## src/logic/tcd_pkg.sv

```systemverilog
// Purpose: Shared constants and types for the touch control word decoder.
// Assumes: One system clock; the serial clock is sampled as a plain input.
// Notes: Bit positions follow the 8-bit control word, start bit first.
`default_nettype none
package tcd_pkg;
  // ----------------------------------------------------------------
  // Control word layout
  // ----------------------------------------------------------------
  localparam int unsigned CW_WIDTH = 8;
  localparam int unsigned START_POS = 7;
  localparam int unsigned CH_HI_POS = 6;
  localparam int unsigned CH_LO_POS = 4;
  localparam int unsigned RES_POS = 3;
  localparam int unsigned REFM_POS = 2;
  localparam int unsigned PM_HI_POS = 1;
  localparam int unsigned PM_LO_POS = 0;
  // ----------------------------------------------------------------
  // Reset values
  // ----------------------------------------------------------------
  localparam logic PM_HI_RST = 1'h1;
  localparam logic PM_LO_RST = 1'h0;
  localparam logic [2:0] CH_RST = 3'h0;
  // ----------------------------------------------------------------
  // Word spacing in serial clock cycles
  // ----------------------------------------------------------------
  localparam logic [4:0] SPACING_12 = 5'hF;
  localparam logic [4:0] SPACING_8 = 5'hB;
  // ----------------------------------------------------------------
  // Channel codes
  // ----------------------------------------------------------------
  localparam logic [2:0] CH_XP = 3'h1;
  localparam logic [2:0] CH_IN3 = 3'h2;
  localparam logic [2:0] CH_YP = 3'h5;
  localparam logic [2:0] CH_IN4 = 3'h6;
  // Identity pattern, value arbitrary.
  localparam logic [11:0] ID_CODE = 12'h5A5;

  typedef enum logic [2:0] {
    MUX_NONE, MUX_XP, MUX_YP, MUX_IN3, MUX_IN4, MUX_ID
  } tcd_mux_t;

  typedef struct packed {
    tcd_mux_t mux;
    logic x_drv;
    logic y_drv;
    logic ref_diff;
  } tcd_route_t;

  typedef struct packed {
    logic [2:0] channel_select_field;
    logic res_8bit;
    logic reference_mode_bit;
    logic power_mode_high_bit;
    logic power_mode_low_bit;
  } tcd_ctrl_t;
endpackage
`default_nettype wire

```

## src/logic/tcd_route_dec.sv

```systemverilog
// Purpose: Decode channel field and reference mode into a route.
// Assumes: Pure combinational, driven from shift register bits only; the incoming bit is not used.
// Notes: Undefined combinations report invalid and a null route.
`default_nettype none
module tcd_route_dec
  import tcd_pkg::*;
(
  // Decoded fields
  input wire logic [2:0] ch_i,
  input wire logic ser_i,
  // Result
  output var tcd_route_t route_o,
  output logic valid_o
);
  // ----------------------------------------------------------------
  // Table lookup
  // ----------------------------------------------------------------
  // Channel and reference mode pick input, drivers and reference.
  always_comb begin
    route_o = '{mux: MUX_NONE, x_drv: 1'b0, y_drv: 1'b0, ref_diff: 1'b0};
    valid_o = 1'b1;
    case ({ch_i, ser_i})
      {CH_XP, 1'b1}: route_o = '{mux: MUX_XP, x_drv: 1'b0, y_drv: 1'b1, ref_diff: 1'b0};
      {CH_IN3, 1'b1}: route_o.mux = MUX_IN3;
      {CH_YP, 1'b1}: route_o = '{mux: MUX_YP, x_drv: 1'b1, y_drv: 1'b0, ref_diff: 1'b0};
      {CH_IN4, 1'b1}: route_o.mux = MUX_IN4;
      {CH_XP, 1'b0}: route_o = '{mux: MUX_XP, x_drv: 1'b0, y_drv: 1'b1, ref_diff: 1'b1};
      {CH_YP, 1'b0}: route_o = '{mux: MUX_YP, x_drv: 1'b1, y_drv: 1'b0, ref_diff: 1'b1};
      {CH_IN4, 1'b0}: route_o = '{mux: MUX_ID, x_drv: 1'b0, y_drv: 1'b0, ref_diff: 1'b1};
      default: valid_o = 1'b0;
    endcase
  end
endmodule
`default_nettype wire

```

## src/logic/tcd_decoder.sv

```systemverilog
// Purpose: Serial control word decoder of a touch digitizer.
// Assumes: Serial clock and data come from the host and are resampled.
// Notes: The serial clock must stay well below a quarter of MCLK_I.
`default_nettype none
module tcd_decoder
  import tcd_pkg::*;
(
  // Clock and reset
  input wire logic MCLK_I,
  input wire logic RST_B_I,
  // Serial link from host
  input wire logic SERIAL_CONVERSION_CLOCK_I,
  input wire logic SDATA_I,
  input wire logic CS_B_I,
  // Routing outputs
  output var tcd_mux_t MUX_SEL_O,
  output logic X_DRV_O,
  output logic Y_DRV_O,
  output logic REF_DIFF_O,
  // Conversion control outputs
  output logic RES_8BIT_O,
  output logic CONV_START_O,
  output logic CONVERTING_O,
  output logic POWER_DOWN_O,
  output logic TOUCH_DETECT_IRQ_EN_O,
  output logic WORD_LOADED_O
);
  // ----------------------------------------------------------------
  // Input synchronisers
  // ----------------------------------------------------------------
  logic [1:0] sclk_s_q, sdat_s_q, cs_s_q;
  logic sclk_d1_q;

  // Two flops per pin; stage two feeds logic, and a third serial clock flop feeds edge detection.
  always_ff @(posedge MCLK_I) begin
    if (!RST_B_I) begin
      sclk_s_q <= 2'h0;
      sdat_s_q <= 2'h0;
      cs_s_q <= 2'h3;
      sclk_d1_q <= 1'b0;
    end else begin
      sclk_s_q <= {sclk_s_q[0], SERIAL_CONVERSION_CLOCK_I};
      sdat_s_q <= {sdat_s_q[0], SDATA_I};
      cs_s_q <= {cs_s_q[0], CS_B_I};
      sclk_d1_q <= sclk_s_q[1];
    end
  end

  // Edge detection on the resampled serial clock.
  wire sel = !cs_s_q[1];
  wire rise = sel && sclk_s_q[1] && !sclk_d1_q;
  wire fall = sel && !sclk_s_q[1] && sclk_d1_q;
  wire sdat = sdat_s_q[1];

  // ----------------------------------------------------------------
  // Word framing
  // ----------------------------------------------------------------
  typedef enum logic [1:0] {ST_HUNT, ST_SHIFT, ST_CONV} tcd_state_t;
  tcd_state_t state_q, state_d;
  logic [2:0] bit_cnt_q, bit_cnt_d;
  logic [6:0] shift_q, shift_d;
  logic [4:0] cyc_q, cyc_d;
  tcd_ctrl_t ctrl_q, ctrl_d;
  tcd_route_t route_q, route_d;
  logic conv_q, conv_d, start_q, start_d, load_q, load_d;

  tcd_route_t dec_route;
  logic dec_valid;
  wire [6:0] word_lo = {shift_q[5:0], sdat};
  wire last_bit = rise && (state_q == ST_SHIFT) && (bit_cnt_q == 3'h6);
  wire [4:0] spacing = ctrl_q.res_8bit ? SPACING_8 : SPACING_12;
  wire conv_end = (state_q == ST_CONV) && rise && (cyc_q == spacing - 5'h9);

  tcd_route_dec u_dec (
    .ch_i(word_lo[6:4]),
    .ser_i(word_lo[2]),
    .route_o(dec_route),
    .valid_o(dec_valid)
  );

  // Next state of the framer and the control word.
  always_comb begin
    state_d = state_q;
    bit_cnt_d = bit_cnt_q;
    shift_d = shift_q;
    cyc_d = cyc_q;
    ctrl_d = ctrl_q;
    route_d = route_q;
    conv_d = conv_q;
    start_d = 1'b0;
    load_d = 1'b0;
    if (rise && state_q != ST_SHIFT && sdat) begin
      state_d = ST_SHIFT;
      bit_cnt_d = 3'h0;
      conv_d = 1'b0; // A new word closes any conversion, so an aborted word cannot leave it stuck.
    end else if (rise && state_q == ST_SHIFT) begin
      shift_d = word_lo;
      bit_cnt_d = bit_cnt_q + 3'h1;
      if (last_bit) begin
        if (dec_valid) begin
          ctrl_d = '{channel_select_field: word_lo[6:4], res_8bit: word_lo[3],
                     reference_mode_bit: word_lo[2], power_mode_high_bit: word_lo[1],
                     power_mode_low_bit: word_lo[0]};
          route_d = dec_route;
          state_d = ST_CONV;
          start_d = 1'b1;
          load_d = 1'b1;
          conv_d = 1'b1;
          cyc_d = 5'h0;
        end else begin
          state_d = ST_HUNT;
        end
      end
    end else if (state_q == ST_CONV && rise) begin
      cyc_d = cyc_q + 5'h1;
      if (conv_end) begin
        state_d = ST_HUNT;
        conv_d = 1'b0;
      end
    end
    if (fall && state_q == ST_CONV && cyc_q == 5'h0 && ctrl_q.reference_mode_bit) begin
      route_d.x_drv = 1'b0;
      route_d.y_drv = 1'b0;
    end
    if (!sel && state_q == ST_SHIFT) begin
      state_d = ST_HUNT;
    end
  end

  // Framer registers with power-on defaults.
  always_ff @(posedge MCLK_I) begin
    if (!RST_B_I) begin
      state_q <= ST_HUNT;
      bit_cnt_q <= 3'h0;
      shift_q <= 7'h0;
      cyc_q <= 5'h0;
      ctrl_q <= '{channel_select_field: CH_RST, res_8bit: 1'b0, reference_mode_bit: 1'b1,
                  power_mode_high_bit: PM_HI_RST, power_mode_low_bit: PM_LO_RST};
      route_q <= '{mux: MUX_NONE, x_drv: 1'b0, y_drv: 1'b0, ref_diff: 1'b0};
      conv_q <= 1'b0;
      start_q <= 1'b0;
      load_q <= 1'b0;
    end else begin
      state_q <= state_d;
      bit_cnt_q <= bit_cnt_d;
      shift_q <= shift_d;
      cyc_q <= cyc_d;
      ctrl_q <= ctrl_d;
      route_q <= route_d;
      conv_q <= conv_d;
      start_q <= start_d;
      load_q <= load_d;
    end
  end

  // ----------------------------------------------------------------
  // Outputs
  // ----------------------------------------------------------------
  // Power down only between conversions when the high power bit is clear.
  wire pd_d = !ctrl_d.power_mode_high_bit && !conv_d;
  wire irq_d = !ctrl_d.power_mode_low_bit;
  logic pd_q, irq_q;
  always_ff @(posedge MCLK_I) begin
    if (!RST_B_I) begin
      pd_q <= 1'b0;
      irq_q <= 1'b1;
    end else begin
      pd_q <= pd_d;
      irq_q <= irq_d;
    end
  end

  assign MUX_SEL_O = route_q.mux;
  assign X_DRV_O = route_q.x_drv;
  assign Y_DRV_O = route_q.y_drv;
  assign REF_DIFF_O = route_q.ref_diff;
  assign RES_8BIT_O = ctrl_q.res_8bit;
  assign CONV_START_O = start_q;
  assign CONVERTING_O = conv_q;
  assign POWER_DOWN_O = pd_q;
  assign TOUCH_DETECT_IRQ_EN_O = irq_q;
  assign WORD_LOADED_O = load_q;

  // ----------------------------------------------------------------
  // Checks
  // ----------------------------------------------------------------
  chk_hunt_no_load: assert property (@(posedge MCLK_I) disable iff (!RST_B_I)
    state_q == ST_HUNT |=> !load_q)
    else $error("word loaded without start bit");
  chk_start_detect: assert property (@(posedge MCLK_I) disable iff (!RST_B_I)
    (rise && sdat && state_q == ST_HUNT && sel) |=> state_q == ST_SHIFT)
    else $error("start bit missed");
  chk_res_field: assert property (@(posedge MCLK_I) disable iff (!RST_B_I)
    load_q |-> RES_8BIT_O == $past(word_lo[3], 1))
    else $error("resolution bit wrong");
  chk_ref_mode: assert property (@(posedge MCLK_I) disable iff (!RST_B_I)
    load_q |-> REF_DIFF_O == !ctrl_q.reference_mode_bit)
    else $error("reference mode wrong");
  chk_diff_drivers: assert property (@(posedge MCLK_I) disable iff (!RST_B_I)
    (conv_q && REF_DIFF_O && (X_DRV_O || Y_DRV_O)) |=> (!conv_q || load_q || X_DRV_O || Y_DRV_O))
    else $error("drivers dropped in differential mode");
  chk_xy_drivers: assert property (@(posedge MCLK_I) disable iff (!RST_B_I)
    (load_q && ctrl_q.channel_select_field == CH_XP) |-> Y_DRV_O && !X_DRV_O)
    else $error("wrong driver for X input");
  chk_power_mode: assert property (@(posedge MCLK_I) disable iff (!RST_B_I)
    $rose(conv_q) |=> !POWER_DOWN_O)
    else $error("powered down while converting");
  chk_bad_combo: assert property (@(posedge MCLK_I) disable iff (!RST_B_I)
    (last_bit && !dec_valid) |=> !load_q && $stable(route_q))
    else $error("invalid word took effect");
  chk_spacing: assert property (@(posedge MCLK_I) disable iff (!RST_B_I)
    conv_end |=> !conv_q && state_q != ST_CONV)
    else $error("word spacing not honoured");
endmodule
`default_nettype wire

```

## config.mk

```make
export PLATFORM = sky130hd
export DESIGN_NAME = tcd_decoder
export DESIGN_NICKNAME = d
export VERILOG_FILES = /design/src/logic/tcd_pkg.sv /design/src/logic/tcd_route_dec.sv /design/src/logic/tcd_decoder.sv
export SDC_FILE = /design/constraint.sdc
export NUM_CORES = 1
export LEC_CHECK = 0
export BUFFER_PORTS_ARGS = -buffer_cell sky130_fd_sc_hd__buf_2
export CELL_PAD_IN_SITES_DETAIL_PLACEMENT = 0
export CELL_PAD_IN_SITES_GLOBAL_PLACEMENT = 2
export CORE_AREA = 10 10 79 81
export DETAILED_ROUTE_END_ITERATION = 16
export DIE_AREA = 0 0 89 91
export GPL_TIMING_DRIVEN = 0
export PLACE_DENSITY = 0.74
export SLEW_MARGIN = 20
export SYNTH_ARGS = -nofsm -noshare
export SYNTH_HDL_FRONTEND = slang
export SYNTH_HIERARCHICAL = 1
export SYNTH_SLANG_ARGS = --single-unit
export TNS_END_PERCENT = 10
```

## constraint.sdc

```tcl
create_clock -name MCLK_I -period 1.68 [get_ports MCLK_I]
set_input_delay 0.084 -clock MCLK_I [delete_from_list [all_inputs] [get_ports MCLK_I]]
set_output_delay 0.084 -clock MCLK_I [all_outputs]
set_load 0.1 [all_outputs]
```

==> impl_metrics.ini <==
[synthesis]
netlist_instances = 171
ys_ff_latch = 37
yosysTopAreaCell = dfxtp_1
async_flop_share_pct = 0
netlist.area_leader.share_pct = 46.1
ys.flop_type = dfxtp_1
synth.distinct_cells = 40
syn_area_sq_um = 1610
synth_edf_count = 0
synthTopCellsByArea = dfxtp_1 46%, nand2_1 6.8%, mux2i_1 6.2%, ha_1 3.9%, a21oi_1 3.7%
syn_area_per_cell_sq_um = 9.39
ys.warnings.count = 6
ys_seq_area_share_pct = 46.1
syn_nets = 181

[placement]
preCtsSetupSlack_ns = -0.00343
hpwl_um = 2530
gp_congestion = 0.734
port_buffers = 16
dpl-instance-area_sq_um = 1760

[sta]
worst_pin_slew_ns = 0.492
setup_violations = 0
fin_tns_setup_ns = 0
finalMaxSlewViolations = 0
hold_viol = 0
min_period_ns = 1.56
fin_ws_ns = 0.122
skew_ns = 0.00285
post-route-period-util_pct = 92.7
fmax_mhz = 642
max-slew-margin-rel_pct = 67.4

[final_layout]
area_growth_syn_to_layout_pct = 20.2
fill_cells = 457
mostFrequentLayoutCell = dfxtp_1
diodes = 0
drive_gt1_share_pct = 21.9
fin_area_sq_um = 1930
final_cell_mix = 33 x dfxtp_1, 29 x nand2_1, 16 x buf_2, 13 x nor2_1, 12 x a21oi_1
fin_nets = 210

[grt]
grt_pass1_vias = 1211
track_usage_pct = 8.89
grt_overflow_total = 0
grt_max_degree = 12
grt_pass1_wl_um = 5660
antenna_found_initial = 0

[critical_path]
worstPathArrival_ns = 1.74
crit_path_end_kind = register
path_cells = nand2b_1, o21ai_1, and3_1, nand3_4, a21bo_1, o211a_1
criticalPathCategory = register to register
critPathRequiredTime_ns = 1.87
crit_path_max_fanout = 7
cpPeakStageDelay_ns = 0.36
start_kind = register
crit_slowest_cell = dfxtp_2

[die]
rows = 25
initial_core_util_pct = 34.5
die_y_um = 91
core_sq_um = 4660
die_area_sq_um = 8100
num_io_pins = 17
die_w_um = 89

[routing]
wl_per_cell_um = 13.4
drt_pass1_iterations = 4
ant_nets = 0
via_per_inst = 4.88
drt_iter0_drc = 37
routed_wl_um = 3430
drc_errors = 0
via_count = 1244

[clock_network]
path_clk_slew_ns = 0.07
clkLatencyLatePin_ns = 0.29
cts_buffer_depth = 2
cts_tree = built
cts_sinks = 37
htree_levels = 2
cts_root_buf = clkbuf_8
cts_buffers = 5

[flow_run]
max_cap_violations = 0

[outcome]
status = completed

[power_and_ir_drop]
power_density_nw_per_um2 = 835
peakVddDrop_mv = 0.423
power_leakage_uw = 0.000857

[hold_path]
hold_path_class = input port to register
## logic make-up (layout without fill, tap and decap cells)
group | count (synthesis) | in the layout | share of synthesized area, %
simple gates | 78 | 78 | 27.3
flops | 37 | 37 | 46.1
compound gates | 25 | 25 | 10.6
buf+inv | 13 | 43 | 4.21
mux | 10 | 10 | 6.23
fa+ha+maj | 5 | 5 | 3.89
xor+xnor | 3 | 3 | 1.64
## power by group
part	internal [uW]	leakage, uW	switching [uW]	total, uW
Clock	371	0.0000542	311	682
Combinational	17.9	0.000501	23.3	41.2
Sequential	884	0.000302	5.35	889
Total	1270	0.000857	340	1610
## stage by stage
step	cells	utilization, %	power (uW)	hold slack, ns
floorplan	171	-	931	0.185
global placement	241	37.7	945	0.264
detailed placement	241	37.7	946	0.269
CTS	252	40.5	1630	0.148
global route	255	41.4	1670	0.165
finish	255	41.4	1610	0.141
## flip-flops by register name (all words and copies together) (netlist names), 2 cells and up
name and cells:
cyc_q 5, shift_q 6, sclk_s_q 2, state_q 2, MUX_SEL_O 3, cs_s_q 2
sdat_s_q 2, bit_cnt_q 3, ctrl_q 3
## cell usage after synthesis, types with 2 or more instances
cell type and n:
a211oi_2 2, a21oi_1 12, and2_1 5, and3_1 2, buf_6 2, clkbuf_1 3, dfxtp_1 37, ha_1 5
inv_1 6, mux2i_1 10, nand2_1 29, nand2b_1 7, nand3b_1 2, nand4_1 3, nor2_1 13, nor2_2 2
nor4b_1 2, o22ai_1 4, or3_1 3, xor2_1 2
## worst max-delay path, delay by kind of cell (launching register included)
kind,cells,cell delay (ns)
flip-flops,1,0.36
AO/OA/AOI/OAI,3,0.58
AND/OR/NAND/NOR,3,0.51
## final timing paths
kind	from	to	slack (ns)	cells after the start
worst min-delay path	RST_B_I	shift_q[1]	0.14	3
worst min register to register	cs_s_q[0]	cs_s_q[1]	0.41	1
worst max register to register	shift_q[3]	POWER_DOWN_O	0.12	6
worst max-delay path	shift_q[3]	POWER_DOWN_O	0.12	6
## per-layer routing
layer	vias to the layer above	part of all wire [%]	GRT usage, %
met1	571	48	10.8
met2	23	44	13.4
met4	0	1.7	4.11
met3	7	6.4	3.57
met5	-	0	0
li1	643	-	-
## timing repair
action	CTS	global route
setup endpoints to repair	4	9
cloned	0	0
endpoints found under the hold margin	3	0
setup buffers	0	3
hold buffers	3	0
gates resized for setup	1	6
## cell type report
cell class / instances / area, sq um / area share (%)
Inverter: 7 / 26.3 / 1.36
Multi-Input combinational cell: 121 / 813 / 42.1
Sequential cell: 37 / 746 / 38.6
Timing Repair Buffer: 22 / 133 / 6.87
Clock inverter: 1 / 5.00 / 0.259
Clock buffer: 7 / 96.3 / 4.99
Buffer: 6 / 45.0 / 2.33
Tap cell: 54 / 67.6 / 3.50
Note: power is estimated with default switching activity, not from simulation.
